**src/dts_pkg.sv**
```systemverilog
package dts_pkg;

	// Memory and pointer geometry
	localparam int        MEM_DEPTH    = 256;
	localparam int        PTR_W        = 8;
	localparam int        BYTE_W       = 8;
	localparam int        BITS_PER_BYTE = 8;

	// Diagnostics memory layout
	localparam logic [7:0] CFG_RATE_SEL_OFS = 8'h75;
	localparam int         CFG_RATE_BIT     = 0;
	localparam logic [7:0] CFG_RATE_RST     = 8'h00;
	// Locations at and above this offset hold factory data and ignore writes
	localparam logic [7:0] MEM_PROT_BASE    = 8'h80;

	// Seven-bit bus address of the management slave
	localparam logic [6:0] DEV_ADDR_DEF     = 7'h50;

	// Lock timing of the receive clock recovery unit
	localparam int CORE_CLK_MHZ  = 250;
	localparam int LOCK_TYP_MS   = 65;
	localparam int LOCK_MAX_MS   = 130;
	localparam int LOCK_TYP_CYC  = LOCK_TYP_MS * 1000 * CORE_CLK_MHZ;
	localparam int LOCK_MAX_CYC  = LOCK_MAX_MS * 1000 * CORE_CLK_MHZ;
	localparam int LOCK_CNT_W    = 25;

	// Index of each sampled pin in the synchroniser
	localparam int PIN_SCL   = 0;
	localparam int PIN_SDA   = 1;
	localparam int PIN_DESEL = 2;
	localparam int PIN_RXV   = 3;
	localparam int PIN_N     = 4;

	typedef enum logic [2:0] {
		S_IDLE = 3'b000,
		S_ADDR = 3'b001,
		S_ACK  = 3'b010,
		S_WRX  = 3'b011,
		S_TX   = 3'b100,
		S_RACK = 3'b101
	} dts_state_t;

	typedef struct packed {
		logic [PIN_N-1:0]                   meta;
		logic [PIN_N-1:0]                   sync;
		logic                               scl_prev;
		logic                               sda_prev;
		dts_state_t                         state;
		logic [3:0]                         bitcnt;
		logic [BYTE_W-1:0]                  shift;
		logic                               rw;
		logic                               have_off;
		logic                               cont;
		logic [PTR_W-1:0]                   ptr;
		logic                               sda_o;
		logic                               sda_oe_n;
		logic                               fc_mode;
		logic [LOCK_CNT_W-1:0]              lock_cnt;
		logic                               locked;
		logic [MEM_DEPTH-1:0][BYTE_W-1:0]   mem;
	} dts_st_t;

	function automatic logic dts_writable(input logic [PTR_W-1:0] addr);
		return addr < MEM_PROT_BASE;
	endfunction : dts_writable

endpackage : dts_pkg

```
**src/dts_slave.sv**
```systemverilog
`timescale 1ns/1ps
module dts_slave
	import dts_pkg::*;
#(
	parameter logic [6:0] DEV_ADDR    = DEV_ADDR_DEF,
	parameter int         LOCK_CYCLES = LOCK_TYP_CYC
) (
	// Clock and reset
	input  wire logic i_core_clk,
	input  wire logic i_rst,
	// Two-wire bus pins
	input  wire logic i_scl,
	input  wire logic i_sda,
	output logic      o_sda,
	output logic      o_sda_oe_n,
	// Module control pins
	input  wire logic i_mod_desel,
	input  wire logic i_rx_sig_valid,
	// Clock recovery status and mode
	output logic      o_fc_reduced_rate_mode,
	output logic      o_clock_recovery_unit_locked
);

	dts_st_t st_q;
	dts_st_t st_d;
	logic    scl_s;
	logic    sda_s;
	logic    desel_s;
	logic    rxv_s;
	logic    scl_rise;
	logic    scl_fall;
	logic    start_det;
	logic    stop_det;
	logic    cfg_bit;
	logic    do_load;
	logic    tx_load;
	logic    off_load;
	logic    wr_commit;

	assign scl_s     = st_q.sync[PIN_SCL];
	assign sda_s     = st_q.sync[PIN_SDA];
	assign desel_s   = st_q.sync[PIN_DESEL];
	assign rxv_s     = st_q.sync[PIN_RXV];
	assign scl_rise  = scl_s & ~st_q.scl_prev;
	assign scl_fall  = ~scl_s & st_q.scl_prev;
	assign start_det = scl_s & st_q.scl_prev & st_q.sda_prev & ~sda_s;
	assign stop_det  = scl_s & st_q.scl_prev & ~st_q.sda_prev & sda_s;
	assign cfg_bit   = st_q.mem[CFG_RATE_SEL_OFS][CFG_RATE_BIT];

	always_comb begin
		st_d      = st_q;
		do_load   = 1'b0;
		tx_load   = 1'b0;
		off_load  = 1'b0;
		wr_commit = 1'b0;
		st_d.meta = {i_rx_sig_valid, i_mod_desel, i_sda, i_scl};
		st_d.sync = st_q.meta;
		st_d.scl_prev = scl_s;
		st_d.sda_prev = sda_s;
		st_d.sda_o    = 1'b0;
		if (desel_s) begin
			st_d.state    = S_IDLE;
			st_d.sda_oe_n = 1'b1;
		end else if (start_det) begin
			// Repeated start also lands here and keeps the pointer
			st_d.state    = S_ADDR;
			st_d.bitcnt   = 4'h0;
			st_d.have_off = 1'b0;
			st_d.sda_oe_n = 1'b1;
		end else if (stop_det) begin
			st_d.state    = S_IDLE;
			st_d.sda_oe_n = 1'b1;
		end else begin
			case (st_q.state)
				S_ADDR, S_WRX: begin
					if (scl_rise && st_q.bitcnt < 4'(BITS_PER_BYTE)) begin
						st_d.shift  = {st_q.shift[6:0], sda_s};
						st_d.bitcnt = st_q.bitcnt + 4'h1;
					end else if (scl_fall && st_q.bitcnt == 4'(BITS_PER_BYTE)) begin
						if (st_q.state == S_ADDR) begin
							if (st_q.shift[7:1] == DEV_ADDR) begin
								st_d.rw       = st_q.shift[0];
								st_d.sda_oe_n = 1'b0;
								st_d.state    = S_ACK;
							end else begin
								st_d.state = S_IDLE;
							end
						end else begin
							st_d.sda_oe_n = 1'b0;
							st_d.state    = S_ACK;
							if (!st_q.have_off) begin
								off_load      = 1'b1;
								st_d.ptr      = st_q.shift;
								st_d.have_off = 1'b1;
							end else begin
								wr_commit = 1'b1;
								if (dts_writable(st_q.ptr)) begin
									st_d.mem[st_q.ptr] = st_q.shift;
								end
								st_d.ptr = st_q.ptr + 8'h01;
							end
						end
					end
				end
				S_ACK: begin
					if (scl_fall) begin
						st_d.bitcnt = 4'h0;
						if (st_q.rw) begin
							do_load = 1'b1;
						end else begin
							st_d.sda_oe_n = 1'b1;
							st_d.state    = S_WRX;
						end
					end
				end
				S_TX: begin
					if (scl_fall) begin
						if (st_q.bitcnt == 4'(BITS_PER_BYTE - 1)) begin
							st_d.sda_oe_n = 1'b1;
							st_d.state    = S_RACK;
						end else begin
							st_d.shift    = {st_q.shift[6:0], 1'b0};
							st_d.sda_oe_n = st_q.shift[6];
							st_d.bitcnt   = st_q.bitcnt + 4'h1;
						end
					end
				end
				S_RACK: begin
					if (scl_rise) begin
						st_d.cont = ~sda_s;
					end else if (scl_fall) begin
						if (st_q.cont) begin
							do_load = 1'b1;
						end else begin
							st_d.state = S_IDLE;
						end
					end
				end
				default: begin
					st_d.state    = S_IDLE;
					st_d.sda_oe_n = 1'b1;
				end
			endcase
		end
		// first read bit launched on fall
		if (do_load) begin
			tx_load       = 1'b1;
			st_d.shift    = st_q.mem[st_q.ptr];
			st_d.sda_oe_n = st_q.mem[st_q.ptr][7];
			st_d.ptr      = st_q.ptr + 8'h01;
			st_d.bitcnt   = 4'h0;
			st_d.state    = S_TX;
		end
		st_d.fc_mode = cfg_bit;
		// lock timer restarts on loss or mode change
		if (!rxv_s || st_q.fc_mode != cfg_bit) begin
			st_d.lock_cnt = '0;
			st_d.locked   = 1'b0;
		end else if (!st_q.locked) begin
			if (st_q.lock_cnt == LOCK_CNT_W'(LOCK_CYCLES - 1)) begin
				st_d.locked = 1'b1;
			end else begin
				st_d.lock_cnt = st_q.lock_cnt + 1'b1;
			end
		end
	end

	always_ff @(posedge i_core_clk) begin
		if (i_rst) begin
			st_q          <= '0;
			st_q.state    <= S_IDLE;
			st_q.sda_oe_n <= 1'b1;
			st_q.meta     <= 4'h3;
			st_q.sync     <= 4'h3;
			st_q.scl_prev <= 1'b1;
			st_q.sda_prev <= 1'b1;
			st_q.mem[CFG_RATE_SEL_OFS] <= CFG_RATE_RST;
		end else begin
			st_q <= st_d;
		end
	end

	// Open drain: only ever pull low, never drive high
	assign o_sda                        = st_q.sda_o;
	assign o_sda_oe_n                   = st_q.sda_oe_n;
	assign o_fc_reduced_rate_mode       = st_q.fc_mode;
	assign o_clock_recovery_unit_locked = st_q.locked;
endmodule : dts_slave

```
**config.mk**
```make
export PLATFORM = sky130hd
export DESIGN_NAME = dts_slave
export DESIGN_NICKNAME = d
export VERILOG_FILES = /design/src/dts_pkg.sv /design/src/dts_slave.sv
export SDC_FILE = /design/constraint.sdc
export NUM_CORES = 2
export LEC_CHECK = 0
export BUFFER_PORTS_ARGS = -buffer_cell sky130_fd_sc_hd__buf_2
export CAP_MARGIN = 5
export CORE_UTILIZATION = 44
export DETAILED_ROUTE_END_ITERATION = 7
export GPL_ROUTABILITY_DRIVEN = 0
export HOLD_SLACK_MARGIN = 0.03
export PLACE_DENSITY = 0.67
export SETUP_SLACK_MARGIN = 0.3
export SYNTH_ARGS = -nofsm -noshare
export SYNTH_HDL_FRONTEND = slang
export SYNTH_SLANG_ARGS = --single-unit
```
**constraint.sdc**
```tcl
create_clock -name i_core_clk -period 8.3 [get_ports i_core_clk]
set_clock_uncertainty 0.15 [all_clocks]
set_input_delay 0.415 -clock i_core_clk [delete_from_list [all_inputs] [get_ports i_core_clk]]
set_output_delay 0.415 -clock i_core_clk [all_outputs]
set_load 0.05 [all_outputs]
```
# [Word level (Yosys, flattened, before mapping)]
# Index checks and enable logic that the tools add are counted.
# Widths: inputs -> output; s select.
[word_totals] register_bits=2113 input_bits=6
[op_classes] magnitude_cmp=4 n_reduce_logical=28 bitwise=18 add_sub_neg=3 n_eq_ne=50 mux=76
[ops] op="$bwmux 2048" n=1
[ops] op="$mux 15" n=5
[ops] op="$bmux 8 s8" n=1
[ops] op="$demux 8 s8" n=1
[ops] op="$mux 8" n=8
[ops] op="$ne 6x6->1 const B" n=9
[ops] op="$mux 23" n=2
[ops] op="$mux 12" n=3
[ops] op="$ne 4x4->1 const B" n=9
[ops] op="$reduce_and 9->1" n=4
[ops] op="$mux 7" n=5
[ops] op="$mux 3" n=10
[ops] op="$reduce_and 7->1" n=4
[ops] op="$mux 1" n=27
[ops] op="$mux 26" n=1
[ops] op="$add 25x1->25 const B" n=1
[ops] op="$eq 25x24->1 const B" n=1
[ops] op="$mux 25" n=1
[ops] op="$ne 5x5->1 const B" n=5
[ops] op="$ne 2x2->1 const B" n=10
[ops] op="$mux 9" n=2
[ops] op="$pmux 8 s2" n=1
[ops] op="$pmux 3 s4" n=1
[ops] op="$pmux 4 s3" n=1
[ops] op="34 further kinds" n=66

# [Depth between registers and ports, before layout]
[depth] word_depth=11 mapped_depth=13

# [Worst setup path before layout]
# Ideal clock, no wire load.
[synth_path] path_kind="register to register" from="register st_q[2077] (netlist name)" to="register st_q[320] (netlist name)" period_less_slack_ps=2880 setup_time_ps=132 path_stages_with_launch=14 slack_ps=5420 n_path_buf=7 arrival_time_ps=2598 path_cell_list="dfxtp_1 buf_4 buf_6 buf_4 buf_6 inv_2 buf_1 ha_1 and2_1 clkbuf_1 buf_1 nand2_1 nand2_1 a21oi_1"
[synth_via] elab_chain_len=5
[synth_rtl] element="from (decl)" line="dts_slave.sv:24" source="dts_st_t st_q;"
[synth_rtl] element="from (signal assigned)" line="dts_slave.sv:179" source="st_q <= st_d;"
[synth_rtl] element="$lt 8x9->1 (not written as such) or $ge 8x1->1 (tied branches)" line="dts_slave.sv:98" source="st_d.mem[st_q.ptr] = st_q.shift;"
[synth_rtl] element="$logic_and 1x1->1 (not written as such)" line="dts_slave.sv:98"
[synth_rtl] element="$mux 8 (not written as such)" line="dts_slave.sv:98"
[synth_rtl] element="$demux 8 s8" line="dts_slave.sv:98"
[synth_rtl] element="$bwmux 2048" line="dts_slave.sv:98"
# Parallel ways exist; a longest one is shown, timed or not.
# A chain may end at the register's enable or synchronous reset.

# [Worst setup path in the final report]
[layout_path] from="register st_q[2077] (netlist name)" to="register st_q[2091] (netlist name)"
[layout_via] elab_chain_len=3
[layout_rtl] element="$bmux 8 s8" line="dts_slave.sv:148" source="st_d.shift = st_q.mem[st_q.ptr];"
[layout_rtl] element="$mux 8 (not written as such)" line="dts_slave.sv:148"
[layout_rtl] element="$mux 15" line="dts_slave.sv:146" source="if (do_load) begin"
# Every way passes these cells. The select of a mux whose other input is x is not followed.

==> metrics <==
Syn Nets 8789; H-tree depth 4; period utilization 0.5772; ys flop type dfxtp_1; Slew headroom 0.07107; Final ANT Viol Nets 0; CTS Sinks 2112; smallest hold slack 0.1444 ns; Max VDD drop 0.1813 mV; CP Class reg2reg; Max FO, Critical Path 40; final setup fails 0; status finished with violations; die area 193500 um2; fill cell count 16910; met2 usage 0.3579; Synth area leaders dfxtp_1 50%, mux4_2 11%, nor2b_1 7.7%; mapped cell area 84360 um2; Ys Warns 0; pin count of the biggest net entering global routing 225; DR WL/cell 21.31 um; RSZ-0062 raised after global routing no; final instance area 92310 um2; CTS tree done; Nets 8318; required time worst endpoint 8.83 ns; met1 Resource Use GR 0.3271; Initial Util 0.4431; pwr/cell area 215.3 nW/um2; Pre-antenna DRT Iters 8; P_leak 0.02910 uW; Crit path arrival time 5.32 ns; max-cap violation count 0; dominant cell by count in the synthesized netlist dfxtp_1; port bufs 8; Vias 64450; synthesis-to-layout area growth 9.422%; Post-synth top cells 2112 x dfxtp_1, 1230 x nand2_1, 1090 x a21oi_1, 1083 x nand3_1, 1042 x nor2b_1; DP Area 85360 um2; CTS Buf Count 205; Pins Over Slew Limit 0; antenna violations before repair 3; DRC violations left 1; final worst path period need 4.791 ns; met3 Usage GRT 0.04605; Max Root-Sink Buffers 3; gr usage total 0.2365; Post-DP HPWL 137.1 mm; Iter 0 DRT Violations 7582; Post-Route WL 234.1 mm; largest area contributor in the netlist dfxtp_1; Root Buffer clkbuf_16; maximum clock rate 208.7 MHz; synth unique cells 76; failing checks DRC; clock slew at reported path FFs 0.06 ns; Die Span X 439.9 um; synthesized area per cell 9.613 um2; Top Ports 10; Die H 439.9 um; worst slew pin tran 1.375 ns; Cells after Synth 8776; core area 190400 um2; CP startpoint kind flop; GRT Max-Usage Layer met2; Rows 160; clock latency on the worst-skew pair 0.86 ns; Post-synth EDFFs 0; asr flop ratio synth 0; FF+latch count, synth 2112; Hold Crit Class in2reg; share of cells above drive strength 1 0.1100; sequential cell area fraction in the yosys report 0.5012; number of global-route vias before repair 61680; gr ovfl total 0; first-pass GRT wire length 363.5 mm; Crit. End Element flop; vias per cell 5.869; share of the synthesized area in the top cell type 0.5012; Final Hold Fails 0; Setup TNS 0 ns
-- layout by cell type, fill, tap and decap left out, drive strengths merged, types with 72 or more instances in the layout --
cell type,synthesis,layout
clkbuf,574,308
o21ai,72,72
nor2,105,105
dfxtp,2112,2112
buf,242,132
nand3,1084,1084
nor2b,1042,1042
a21oi,1090,1090
a22oi,116,116
mux2i,261,261
nand2,1230,1230
mux4,399,399
-- critical path, cell delays in order (launching register included) --
cell and delay [ns]:
dfxtp_4 0.74, buf_4 0.72, buf_4 0.63, mux4_2 0.60
a22oi_1 0.21, a21oi_1 0.19, o211a_1 0.28, o311ai_0 0.80
a41oi_1 0.21
-- per-stage QoR --
stage	setup WS [ns]	cells	total power, uW	utilization
floorplan	5.420	8776	10520	-
global placement	3.372	10600	10540	0.4484
detailed placement	3.457	10600	10550	0.4484
CTS	3.424	10980	19990	0.4848
global route	3.204	10980	20410	0.4849
finish	3.509	10980	19870	0.4849
-- sequential cells by signal, indices dropped and copies added (netlist names) --
signal,count
st_q,2100
o_fc_reduced_rate_mode,1
scl_s,1
o_sda_oe_n,1
desel_s,1
rxv_s,1
cfg_bit,1
o_clock_recovery_unit_locked,1
st_d,4
sda_s,1
-- final cells by class --
type | instances | area [um2] | share of cell area
timing repair buffer | 138 | 1254 | 0.01358
tap | 2511 | 3142 | 0.03403
clock buffer | 307 | 6027 | 0.06529
multi-input combinational | 5833 | 38630 | 0.4185
antenna | 1 | 2.502 | 0.00002711
inverter | 15 | 56.30 | 0.0006099
clock inverter | 65 | 865.8 | 0.009380
sequential | 2112 | 42330 | 0.4586
-- kinds of logic (layout without fill, tap and decap cells) --
kind of cell	Yosys count	after routing	share of synthesized area
xor+xnor	25	25	0.002596
flops	2112	2112	0.5012
compound gates	1506	1506	0.09998
mux	665	665	0.1382
buf+inv	831	525	0.04228
simple gates	3629	3629	0.2147
other cells	1	2	0.00004445
fa+ha+maj	7	7	0.001038
-- layer usage --
layer	vias up	part of all wire
li1	29600	-
met1	31440	0.42
met2	2876	0.44
met3	529	0.092
met4	2	0.042
met5	-	0.000047
-- path summary, 6_finish.rpt --
kind / from / cells past startpoint / slack (ns) / to
setup reg to reg: st_q[2077]$_SDFFE_PP0P_ / 8 / 3.51 / st_q[2091]$_SDFFE_PP0P_
hold / removal: i_sda / 3 / 0.14 / st_d[2106]$_SDFF_PP1_
setup / recovery: st_q[2077]$_SDFFE_PP0P_ / 8 / 3.51 / st_q[2091]$_SDFFE_PP0P_
hold reg to reg: st_d[2108]$_SDFF_PP0_ / 1 / 0.29 / rxv_s$_SDFF_PP0_
-- where the power goes --
group	total [uW]	switching (uW)	internal, uW
clock network	9550	4030	5520
registers	10100	4.70	10100
logic	189	170	19.6
-- timing repair --
item                                    4_1_cts  5_1_grt
endpoints found under the setup margin        0        0
endpoints found under the hold margin       122        0
resized for setup                             0        0
hold buffers                                  5        0
setup buffers                                 0        0
Note: power is estimated with default switching activity, not from simulation.
